File: config.mk
export PLATFORM = sky130hd
export DESIGN_NAME = processor_supervisor_watchdog
export DESIGN_NICKNAME = d
export VERILOG_FILES = /design/src/hdl/supervisor_pkg.sv /design/src/hdl/processor_supervisor_watchdog.sv
export SDC_FILE = /design/constraint.sdc
export NUM_CORES = 1
export LEC_CHECK = 0
export ABC_AREA = 1
export BUFFER_PORTS_ARGS = -buffer_cell sky130_fd_sc_hd__buf_2
export CAP_MARGIN = 20
export CORE_UTILIZATION = 30
export CTS_BUF_LIST = sky130_fd_sc_hd__clkbuf_8
export CTS_CLUSTER_DIAMETER = 30
export CTS_CLUSTER_SIZE = 14
export DETAILED_ROUTE_END_ITERATION = 10
export GPL_TIMING_DRIVEN = 0
export PLACE_DENSITY_LB_ADDON = 0.12
export SLEW_MARGIN = 25
export SYNTH_ARGS = -nofsm -noshare
export SYNTH_HDL_FRONTEND = slang
export SYNTH_SLANG_ARGS = --single-unit
File: constraint.sdc
create_clock -name clk_i -period 7.6 [get_ports clk_i]
set_clock_uncertainty 0.15 [all_clocks]
set_input_delay 0 -clock clk_i [delete_from_list [all_inputs] [get_ports clk_i]]
set_output_delay 0 -clock clk_i [all_outputs]
set_load 0.005 [all_outputs]
File: src/hdl/supervisor_pkg.sv
// Functional notes
// Pushbutton ignores under 1ms, honours 20ms.
// Timebase select picks 150ms/600ms/1.2s timeout.
// Tolerance select picks 5% or 10% trip.
// Reset on power-up, brownout, button, watchdog.
// Active-low output is open-drain inverse.
// Release only after 250ms continuous good supply.
// Button must stay low for delay first.
// Hold reset 250ms after button release.
// Only strobe falling edges restart watchdog.
// Watchdog timeout gives 250ms reset pulse.
// Repeat pulses each timeout until strobed.
// Host strobes faster than selected timeout.
// All intervals counted from internal clock.
// Watchdog counter cleared while reset drives.
package supervisor_pkg;

   // ---------------------------------------------------------------
   // Timebase
   // ---------------------------------------------------------------
   localparam int unsigned CLK_KHZ = 200000;
   localparam int unsigned CNT_W = 28;
   typedef logic [CNT_W-1:0] cnt_t;

   // Debounce qualify time sits between the 1ms floor and 20ms ceiling
   localparam int unsigned PB_DELAY_MS = 4;
   localparam int unsigned RESET_HOLD_MS = 250;
   localparam int unsigned WDT_SHORT_MS = 150;
   localparam int unsigned WDT_MID_MS = 600;
   localparam int unsigned WDT_LONG_MS = 1200;

   localparam cnt_t PB_DELAY_CYC = cnt_t'(PB_DELAY_MS * CLK_KHZ);
   localparam cnt_t RESET_HOLD_CYC = cnt_t'(RESET_HOLD_MS * CLK_KHZ);
   localparam cnt_t WDT_SHORT_CYC = cnt_t'(WDT_SHORT_MS * CLK_KHZ);
   localparam cnt_t WDT_MID_CYC = cnt_t'(WDT_MID_MS * CLK_KHZ);
   localparam cnt_t WDT_LONG_CYC = cnt_t'(WDT_LONG_MS * CLK_KHZ);

   localparam cnt_t CNT_ZERO = cnt_t'(0);
   localparam cnt_t CNT_ONE = cnt_t'(1);

   // ---------------------------------------------------------------
   // Three-state timebase select encoding
   // ---------------------------------------------------------------
   localparam logic [1:0] TB_LOW = 2'h0;
   localparam logic [1:0] TB_OPEN = 2'h1;
   localparam logic [1:0] TB_HIGH = 2'h2;

   localparam logic [1:0] SYNC_HIGH = 2'h3;
   localparam logic [1:0] SYNC_LOW = 2'h0;

   // ---------------------------------------------------------------
   // Module state
   // ---------------------------------------------------------------
   typedef struct packed {
      logic [1:0] pb_sync;
      logic [1:0] st_sync;
      logic st_prev;
      logic [1:0] tol_sync;
      logic [1:0] lo5_sync;
      logic [1:0] lo10_sync;
      logic [1:0] tb_meta;
      logic [1:0] tb_sync;
      cnt_t pb_cnt;
      logic pb_active;
      cnt_t hold_cnt;
      cnt_t wdt_cnt;
      logic powerup;
      logic rst;
   } state_t;

   // Supply treated as bad and reset asserted until the first hold expires
   localparam state_t STATE_RESET = '{
      pb_sync: SYNC_HIGH,
      st_sync: SYNC_HIGH,
      st_prev: 1'b1,
      tol_sync: SYNC_LOW,
      lo5_sync: SYNC_HIGH,
      lo10_sync: SYNC_HIGH,
      tb_meta: TB_LOW,
      tb_sync: TB_LOW,
      pb_cnt: CNT_ZERO,
      pb_active: 1'b0,
      hold_cnt: CNT_ZERO,
      wdt_cnt: CNT_ZERO,
      powerup: 1'b1,
      rst: 1'b1
   };

endpackage

File: src/hdl/processor_supervisor_watchdog.sv
module processor_supervisor_watchdog #(
   parameter supervisor_pkg::cnt_t PB_DELAY_CYC = supervisor_pkg::PB_DELAY_CYC,
   parameter supervisor_pkg::cnt_t RESET_HOLD_CYC = supervisor_pkg::RESET_HOLD_CYC,
   parameter supervisor_pkg::cnt_t WDT_SHORT_CYC = supervisor_pkg::WDT_SHORT_CYC,
   parameter supervisor_pkg::cnt_t WDT_MID_CYC = supervisor_pkg::WDT_MID_CYC,
   parameter supervisor_pkg::cnt_t WDT_LONG_CYC = supervisor_pkg::WDT_LONG_CYC
)
(
   input wire logic clk_i,
   input wire logic sys_rst_i,
   input wire logic clk_en_i,
   input wire logic pushbutton_reset_n_i,
   input wire logic watchdog_strobe_n_i,
   input wire logic [1:0] watchdog_timebase_sel_i,
   input wire logic supply_tolerance_sel_i,
   input wire logic supply_below_5pct_i,
   input wire logic supply_below_10pct_i,
   output logic reset_o,
   output logic reset_n_o,
   output logic reset_n_oe_o
);

   // ---------------------------------------------------------------
   // Timeout decode
   // ---------------------------------------------------------------
   // Unused select code falls back to the middle timebase
   function automatic supervisor_pkg::cnt_t timeout_cyc(input logic [1:0] sel);
      supervisor_pkg::cnt_t t;
      unique case (sel)
         supervisor_pkg::TB_LOW: t = WDT_SHORT_CYC;
         supervisor_pkg::TB_OPEN: t = WDT_MID_CYC;
         supervisor_pkg::TB_HIGH: t = WDT_LONG_CYC;
         default: t = WDT_MID_CYC;
      endcase
      return t;
   endfunction

   supervisor_pkg::state_t state_r;
   supervisor_pkg::state_t state_nxt;

   logic pb_low;
   logic supply_bad;
   logic st_fall;
   logic wdt_fire;
   supervisor_pkg::cnt_t wdt_limit;

   // ---------------------------------------------------------------
   // Next state
   // ---------------------------------------------------------------
   always_comb
   begin
      state_nxt = state_r;

      // Two-flop synchronisers for every pin but clk_i, sys_rst_i and clk_en_i
      state_nxt.pb_sync = {state_r.pb_sync[0], pushbutton_reset_n_i};
      state_nxt.st_sync = {state_r.st_sync[0], watchdog_strobe_n_i};
      state_nxt.tol_sync = {state_r.tol_sync[0], supply_tolerance_sel_i};
      state_nxt.lo5_sync = {state_r.lo5_sync[0], supply_below_5pct_i};
      state_nxt.lo10_sync = {state_r.lo10_sync[0], supply_below_10pct_i};
      state_nxt.tb_meta = watchdog_timebase_sel_i;
      state_nxt.tb_sync = state_r.tb_meta;

      pb_low = ~state_r.pb_sync[1];

      // Trip level chosen by tolerance select
      if (state_r.tol_sync[1])
      begin
         supply_bad = state_r.lo10_sync[1];
      end
      else
      begin
         supply_bad = state_r.lo5_sync[1];
      end

      // Falling edge only; rising edges and levels pass unseen
      st_fall = state_r.st_prev & ~state_r.st_sync[1];
      state_nxt.st_prev = state_r.st_sync[1];

      // -------------------------------------------------------------
      // Pushbutton debounce
      // -------------------------------------------------------------
      // A qualify time of a few ms rejects bounce yet lands well before 20ms
      if (!pb_low)
      begin
         state_nxt.pb_cnt = supervisor_pkg::CNT_ZERO;
         state_nxt.pb_active = 1'b0;
      end
      else if (!state_r.pb_active)
      begin
         if (state_r.pb_cnt == PB_DELAY_CYC - supervisor_pkg::CNT_ONE)
         begin
            state_nxt.pb_active = 1'b1;
         end
         else
         begin
            state_nxt.pb_cnt = state_r.pb_cnt + supervisor_pkg::CNT_ONE;
         end
      end

      // -------------------------------------------------------------
      // Watchdog
      // -------------------------------------------------------------
      wdt_limit = timeout_cyc(state_r.tb_sync);
      wdt_fire = !state_r.rst && !st_fall &&
         (state_r.wdt_cnt == wdt_limit - supervisor_pkg::CNT_ONE);

      if (state_r.rst || st_fall || wdt_fire)
      begin
         state_nxt.wdt_cnt = supervisor_pkg::CNT_ZERO;
      end
      else
      begin
         state_nxt.wdt_cnt = state_r.wdt_cnt + supervisor_pkg::CNT_ONE;
      end

      // -------------------------------------------------------------
      // Reset hold
      // -------------------------------------------------------------
      // Each cause reloads the hold, so the 250ms counts from its end
      state_nxt.powerup = 1'b0;
      if (state_r.powerup || supply_bad || state_r.pb_active || wdt_fire)
      begin
         state_nxt.hold_cnt = RESET_HOLD_CYC;
      end
      else if (state_r.hold_cnt != supervisor_pkg::CNT_ZERO)
      begin
         state_nxt.hold_cnt = state_r.hold_cnt - supervisor_pkg::CNT_ONE;
      end

      state_nxt.rst = (state_nxt.hold_cnt != supervisor_pkg::CNT_ZERO);
   end

   // ---------------------------------------------------------------
   // State register
   // ---------------------------------------------------------------
   always_ff @(posedge clk_i or posedge sys_rst_i)
   begin
      if (sys_rst_i)
      begin
         state_r <= supervisor_pkg::STATE_RESET;
      end
      else if (clk_en_i)
      begin
         state_r <= state_nxt;
      end
   end

   // ---------------------------------------------------------------
   // Outputs
   // ---------------------------------------------------------------
   // Open drain only ever pulls low; the board pull-up gives the high level
   assign reset_o = state_r.rst;
   assign reset_n_o = 1'b0;
   assign reset_n_oe_o = state_r.rst;

endmodule // processor_supervisor_watchdog

### Yosys cells after proc, flatten, opt, wreduce, memory -nomap -nowiden

Index checks and enable logic that the tools add are counted.

| word-level totals | value |
|---|---|
| flip-flop bits (word level) | 102 |
| latch bits | 0 |
| memory bits (writable) | 0 |
| memory bits (read-only) | 0 |
| logic and storage cells | 47 |
| memories kept | 0 |

| cells by class | value |
|---|---|
| add/subtract/negate cells | 4 |
| $mul | 0 |
| div/mod/pow operators | 0 |
| magnitude comparators | 0 |
| equality and inequality tests | 5 |
| shifts and indexed selects | 0 |
| multiplexer cells | 9 |
| bitwise gates (word level) | 2 |
| reductions and logical operators | 13 |

Operators with widths:

| operator | number |
|---|---|
| two-way mux 28 bit | 4 |
| two-way mux 29 bit | 2 |
| adder 28 x 1 -> 28 bit, second input constant | 2 |
| case mux 28 bit (2 select lines) | 1 |
| nonzero test 28 bit | 2 |
| subtractor 28 x 1 -> 28 bit, second input constant | 2 |
| equality test 28 x 20 -> 1 bit, second input constant | 1 |
| equality test 28 bit | 1 |
| logical OR 1 bit | 5 |
| AND reduction 3 bit | 1 |
| equality test 2 bit, second input constant | 1 |
| logical AND 1 bit | 2 |
| logical NOT 1 bit | 2 |
| logical NOT 2 bit | 1 |
| two-way mux 1 bit | 2 |
| != test 2 x 1 -> 1 bit, second input constant | 1 |
| != test 2 bit, second input constant | 1 |
| AND 1 bit | 1 |
| NOT 1 bit | 1 |

### Longest topological paths before layout

Gate-level depths: netlist (run 1).

| depth | value |
|---|---|
| depth after elaboration | 8 |
| mapped depth | 16 |
| mapped depth without buffers | 15 |

### Worst setup path before layout (run 1)

OpenSTA, ideal clock, no wires.

| path | value |
|---|---|
| kind | register to register |
| start | register state_r[30] (netlist bit) |
| end | register state_r (netlist bit reset_n_oe_o) |
| library setup time | 0.076 ns |
| arrival | 1.780 ns |
| required time | 7.374 ns |
| path slack | 5.594 ns |
| stages on the path, launching flop included | 14 |
| path through | dfrtp_1 -> inv_2 -> ha_1 -> nand2_1 -> nor2_1 -> nand2_1 -> nor2_1 -> nand3_1 -> xor2_1 -> nand2_2 -> nor2_1 -> nand3_1 -> nor2_1 -> nor2_1 |

| on the way | value |
|---|---|
| longest elaborated chain between the ends | 4 |
| elaborated cells between the ends (all ways) | 5 |
| classes of those cells | add/sub: 1; mux: 2; reduce/logical: 2 |

RTL lines:

| what | RTL line | text |
|---|---|---|
| start: declaration | processor_supervisor_watchdog.sv:38 | `supervisor_pkg::state_t state_r;` |
| start signal: assignment | processor_supervisor_watchdog.sv:140 | `state_r <= supervisor_pkg::STATE_RESET;` |
| start signal: assignment | processor_supervisor_watchdog.sv:144 | `state_r <= state_nxt;` |
| subtractor 28 x 1 -> 28 bit or nonzero test 28 bit (tied branches) | processor_supervisor_watchdog.sv:127, processor_supervisor_watchdog.sv:125 |  |
| two-way mux 28 bit * | processor_supervisor_watchdog.sv:125 | `else if (state_r.hold_cnt != supervisor_pkg::CNT_ZERO)` |
| two-way mux 28 bit * | processor_supervisor_watchdog.sv:121 | `if (state_r.powerup \|\| supply_bad \|\| state_r.pb_active \|\| wdt_fire)` |
| nonzero test 28 bit * | processor_supervisor_watchdog.sv:130 | `state_nxt.rst = (state_nxt.hold_cnt != supervisor_pkg::CNT_ZERO);` |

Mark *: on every way between the ends. The rest lies on a longest branch, timed or not.
A chain may end at the register's enable or synchronous reset.

### Worst setup path after layout (run 1)

Same ends and word-level chain as after synthesis.

==> impl_metrics.csv, run 1 <==
group,metric,value,unit
run_status,outcome,"finished, final reports clean",
logic_synthesis,synth_top_cell_by_area,"dfrtp_1",
critical_path,r2r_start,"state_r[30]",
logic_synthesis,seq_area_frac_synth,39.21,%
sta,period_minus_slack,2509,ps
clock_tree,h-tree-depth,3,
logic_synthesis,synthCells,922,
grt,grt_use_met2,28.56,%
critical_path,cp-start-kind,"flop",
final_layout,mostFrequentLayoutCells,"nand2_1, nor2_1, inv_1",
floorplan,die_h,149.7,um
place,io_buffers,10,
grt,overflow,0,
clock_tree,cts_buffers,9,
clock_tree,cts_sinks,102,
final_layout,final_common_cell,"nand2_1",
critical_path,cp_max_fo,6,
floorplan,start_util,30.84,%
critical_path,crit_chain,"inv_2 -> ha_1 -> nand2_1 -> nor2_1 -> nand2_1 -> nor2_1 -> nand3_1 -> xor2_1 -> nand2_2 -> nor2_1 -> nand3_1 -> nor2_1 -> nor2_1",
clock_tree,cts_tree,"built",
logic_synthesis,syn-num-nets,936,
clock_tree,clock_latency,380,ps
detailed_routing,drc,0,
clock_tree,cts.repair.resized,0,
logic_synthesis,synth_warnings,0,
critical_path,cp_common_cell,"nor2_1",
critical_path,r2r.worst_path.cells,13,
clock_tree,path_clk_slew,110,ps
sta,final_hold_viol_count,0,
floorplan,die_w,149.7,um
sta,holdWs,64.21,ps
sta,worst_slack,5091,ps
floorplan,core.rowCount,53,
grt,grt_pass1_vias,5776,
power,power,1.361,mW
final_layout,syn2layout_area_growth,10.82,%
power,peakVddDrop,0.00007704,V
critical_path,crit_family,"simple AND/OR/NAND/NOR gates",
sta,fmax,0.3985,GHz
detailed_routing,routed_wl,19.06,mm
run,cap_violations,0,
sta,rsz0062_at_grt,"no",
critical_path,max_stage_delay,430,ps
grt,grt_pass1_wl,31.30,mm
sta,finalCritPeriodShare,33.02,%
clock_tree,holdBufCountCts,9,
logic_synthesis,synth.avg_cell_area,7.099,sq um
floorplan,die_area,22410,sq um
final_layout,diodes,0,
logic_synthesis,async_flop_share,100.0,%
floorplan,io_pins,13,
final_layout,drive_gt1_share,11.17,%
detailed_routing,avgRoutedWirePerCell,15.45,um
detailed_routing,vias,5952,
critical_path,worstSetupEndpointType,"flop",
logic_synthesis,synth_ff_type,"dfrtp_1",
grt,use_met3,2.774,%
place,dpl.hpwl,14.45,mm
grt,grt.busiest_layer,"met2",
detailed_routing,first_iter_violations,391,
logic_synthesis,synth-seq-cells,102,
detailed_routing,dr.pass1.iters,5,
grt,grt_max_degree,54,
critical_path,cp.required,7760,ps
grt,met1_usage,25.53,%
clock_tree,root_buffer,"clkbuf_8",
grt,grtUsageTotal,18.02,%
critical_path,crit_path_top_delay_cell,"dfrtp_1",
detailed_routing,ant_nets,0,
final_layout,nets,967,
sta,slew_viol_final,0,
worst_hold_path,min_path_type,"primary input to async pin",
sta,slew_headroom,48.01,%
logic_synthesis,synth_edf_count,0,
grt,antenna_found_initial,0,
clock_tree,cts_setup_buffers,0,
logic_synthesis,syn_area,6545,sq um
sta,setup_viol,0,
critical_path,worstReg2RegEnd,"reset_n_oe_o",
critical_path,worst_ep_arrival_time,2670,ps
power,power.leakage,3.161,nW
final_layout,fillCellCount,2386,
detailed_routing,vias_per_cell,4.827,
floorplan,core,21220,sq um
power,p_per_area,187.7,nW/um^2
critical_path,crit_buf_inv,1,
critical_path,rrSetupSlack,5090,ps
place,pre_cts_ws,5108,ps
critical_path,critPathKind,"flop to flop",
logic_synthesis,synth_top_area_share,34.79,%
logic_synthesis,ys_top_cells_by_area,"dfrtp_1, nand2_1, nor2_1",
sta,tns,0,ps
logic_synthesis,yosysUniqueCellTypes,51,
clock_tree,clk_path_buf_depth,2,
place,gp_congestion,0.8992,
sta,worst_pin_slew,778.4,ps
-- power by group --
group | switching (mW) | total (mW) | internal, mW | leakage [nW]
clock network | 0.209 | 0.361 | 0.152 | 0.108
logic | 0.263 | 0.371 | 0.108 | 1.75
registers | 0.0476 | 0.629 | 0.581 | 1.31
-- metal layers --
layer | up-vias | share of wire, %
li1 | 3061 | -
met1 | 2790 | 51
met2 | 89 | 45
met3 | 12 | 2.5
met4 | 0 | 1.3
met5 | - | 0
-- cell usage after synthesis, types with 10 or more instances --
| cell type | n |
|---|---|
| nand2_1 | 228 |
| nor2_1 | 138 |
| dfrtp_1 | 91 |
| inv_1 | 90 |
| nand3_1 | 72 |
| o21ai_0 | 36 |
| a21oi_1 | 29 |
| xor2_1 | 28 |
| nand4_1 | 27 |
| nor2_2 | 18 |
| nor3_1 | 18 |
| o21ai_1 | 18 |
| nand2_2 | 13 |
| dfstp_2 | 11 |
| clkbuf_1 | 10 |
-- logic make-up after synthesis --
logic type               Yosys count  synth area share (%)
AO/OA/AOI/OAI                    110                 9.425
flip-flops                       102                 39.21
adder cells (fa/ha/maj)            4                0.7647
buffers and inverters            126                 8.029
other                              1               0.05730
AND/OR/NAND/NOR                  545                 37.97
XOR/XNOR                          34                 4.550
-- through the flow --
step	utilization (%)	cells	instance area, sq um
after floorplan	-	922	6545
after global placement	32.70	1207	6939
after detailed placement	32.85	1208	6972
after CTS	34.18	1233	7253
after global routing	34.18	1233	7253
final	34.18	1233	7253
-- final cells by class --
cell class                      count  area (sq um)  area share (%)
Multi-Input combinational cell    694          3453           47.61
Sequential cell                   102          2566           35.38
Inverter                          103         406.6           5.606
Tap cell                          275         344.1           4.744
Timing Repair Buffer               20         167.7           2.312
Clock buffer                        9         123.9           1.708
Buffer                             23         123.9           1.708
Clock inverter                      7         67.56          0.9315
-- worst reg2reg max path, stage by stage, from the launching register on --
cell and delay [ps]:
dfrtp_1 430, inv_2 140, ha_1 290, nand2_1 190
nor2_1 290, nand2_1 90, nor2_1 120, nand3_1 110
xor2_1 190, nand2_2 80, nor2_1 130, nand3_1 80
nor2_1 110, nor2_1 50
-- sequential cells by signal, summed over array words and instances (netlist names) --
signal and cells:
reset_n_oe_o 1, state_nxt 8, state_r 93
-- worst max path at each step --
| stage | startpoint | to | slack (ps) | cells past startpoint |
|---|---|---|---|---|
| after floorplan | sys_rst_i | state_nxt[87] | 4790 | 1 |
| after global placement | sys_rst_i | state_r[49] | 3180 | 2 |
| after detailed placement | state_r[30] | reset_n_oe_o | 5110 | 13 |
| after CTS | state_r[30] | reset_n_oe_o | 5070 | 13 |
| after global routing | state_r[30] | reset_n_oe_o | 4910 | 13 |
| final | state_r[30] | reset_n_oe_o | 5090 | 13 |
Power figures use the tool's default switching activity.
==> inputs of run 2 (changes only) <==
Clock period 7.6 ns to 2.31 ns, I/O delays scaled along.
==> run 2 against run 1 <==
  * Total power grew to 3.5 times the previous value
  * Global-route usage is 0.090 points higher
  * First-iteration DRC count is 7.9% lower
  * Critical path depth stayed put
  * Routed wire length is 0.55% higher
  * Worst setup slack worse by 5000 ps
  * Via count is 1.8% higher
  * Clock-buffer cell count is 1 higher
  * Highest routed layer unchanged
  * Maximum frequency is 12% higher
  * Sequential power grew to 3.3 times the previous value
  * Largest cell class unchanged
  * Hold slack worse by 13 ps
  * Largest power group unchanged
==> impl_metrics.csv, run 2 (synthesized netlist as in run 1, its figures left out) <==
group,metric,value,unit
final_layout,nets,982,
power,power,4.727,mW
worst_hold_path,min_path_type,"primary input to async pin",
sta,rsz0062_at_grt,"yes",
final_layout,fin_util,35.76,%
final_layout,drive_gt1_share,16.05,%
clock_tree,cts_sinks,102,
power,power.internal,2.926,mW
final_layout,diodes,0,
detailed_routing,first_iter_violations,360,
grt,overflow,0,
final_layout,largest_reg_flops,93,
place,dpl.hpwl,14.53,mm
critical_path,cp-start-kind,"flop",
final_layout,regMostFlops,"state_r",
run_status,outcome,"finished, final reports clean",
power,power.leakage,3.246,nW
place,placedInstanceArea,7003,sq um
place,pre_cts_ws,-184.5,ps
grt,grt_pass1_vias,5743,
sta,finalCritPeriodShare,96.67,%
grt,grt_pass1_wl,31.24,mm
run,cap_violations,0,
clock_tree,root_buffer,"clkbuf_8",
grt,antenna_found_initial,0,
grt,grt_max_degree,29,
critical_path,worstSetupEndpointType,"flop",
power,p_clk_share,26.1,%
detailed_routing,vias,6060,
final_layout,postLayoutCellArea,7589,sq um
critical_path,critPathKind,"flop to flop",
final_layout,syn2layout_area_growth,15.94,%
sta,final_hold_viol_count,0,
critical_path,cp.required,2480,ps
sta,worst_slack,76.89,ps
floorplan,die_h,149.7,um
detailed_routing,routed_wl,19.16,mm
sta,worst_pin_slew,661.6,ps
floorplan,core,21220,sq um
critical_path,crit_chain,"inv_2 -> buf_4 -> nand2_2 -> nor2_4 -> buf_4 -> nand3_1 -> xor2_1 -> nand2_1 -> nand3_1 -> nor2_1 -> nand3_1 -> nor2_1 -> nor2_1",
floorplan,io_pins,13,
place,io_buffers,10,
clock_tree,h-tree-depth,3,
sta,slew_viol_final,0,
sta,fmax,0.4478,GHz
detailed_routing,drc,0,
power,switching_share,38.10,%
clock_tree,clk_path_buf_depth,2,
clock_tree,path_clk_slew,110,ps
floorplan,die_area,22410,sq um
sta,setup_viol,0,
detailed_routing,ant_nets,0,
power,power.share.sequential,44.2,%
power,p_switching,1.801,mW
critical_path,cp_max_fo,6,
clock_tree,cts_buffers,9,
grt,grtUsageTotal,18.11,%
power,peakVddDrop,0.0003353,V
final_layout,mostFrequentLayoutCells,"nand2_1, nor2_1, inv_1",
detailed_routing,dr.pass1.iters,5,
clock_tree,clock_latency,390,ps
floorplan,start_util,30.84,%
detailed_routing,avgRoutedWirePerCell,15.36,um
clock_tree,cts_tree,"built",
sta,period_minus_slack,2233,ps
place,gp_congestion,0.9104,
sta,tns,0,ps
critical_path,max_stage_delay,430,ps
critical_path,worst_ep_arrival_time,2400,ps
detailed_routing,vias_per_cell,4.860,
floorplan,die_w,149.7,um
power,p_per_area,623.0,nW/um^2
sta,slew_headroom,55.75,%
final_layout,final_common_cell,"nand2_1",
critical_path,crit_path_top_delay_cell,"dfrtp_1",
power,pwr-share-comb,29.8,%
floorplan,core.rowCount,53,
[run 2: metrics by stage]
stage / instances / hold slack, ps
after global routing: 1247 / 76.34
after global placement: 1207 / 59.54
after floorplan: 922 / -53.81
final: 1247 / 50.82
after CTS: 1235 / 41.63
after detailed placement: 1210 / -52.56
[run 2: what timing repair did]
action / 4_1_cts / 5_1_grt
endpoints found under the hold margin: 99 / 0
buffers inserted: 1 / 12
cloned: 0 / 0
pin swaps: 1 / 11
setup endpoints to repair: 20 / 62
gates resized for setup: 13 / 39
hold buffers: 9 / 0
[run 2: layer usage]
metal	GRT usage (%)	wire, um	part of all wire (%)
met1	25.79	9459	49
met2	28.36	8717	45
met3	2.957	612	3.2
met4	4.545	369	1.9
met5	0	0	0
[run 2: critical path: cells and delay by family, from the launching register on]
| family | cells | cell delay (ps) |
|---|---|---|
| simple gates | 9 | 950 |
| buf+inv | 3 | 450 |
| flops | 1 | 430 |
| xor+xnor | 1 | 170 |
[run 2: worst paths after layout]
kind | start | end | slack (ps) | depth (start not counted)
setup reg to reg | state_r[30] | reset_n_oe_o | 80 | 13
max in group asynchronous | sys_rst_i | state_nxt[92] | 1120 | 5
setup / recovery | state_r[30] | reset_n_oe_o | 80 | 13
min in group clk_i | supply_tolerance_sel_i | state_nxt[96] | 200 | 4
hold reg to reg | state_r[1] | state_r[1] | 310 | 2
hold / removal | sys_rst_i | state_r[14] | 50 | 3
[run 2: power groups by stage]
stage | logic, mW | clock network [mW] | registers, mW
after CTS | 1.28 | 1.30 | 2.06
after floorplan | 0.894 | 0 | 2.05
after global routing | 1.56 | 1.38 | 2.11
final | 1.41 | 1.23 | 2.09
after detailed placement | 1.21 | 0 | 2.09
after global placement | 1.20 | 0 | 2.10
[run 2: final cells by class]
class	count	area (sq um)
buffer	23	128.9
clock buffer	10	137.6
clock inverter	5	66.31
fill	2364	13630
inverter	103	405.4
multi-input combinational	694	3632
sequential	102	2572
tap	275	344.1
timing repair buffer	35	301.5
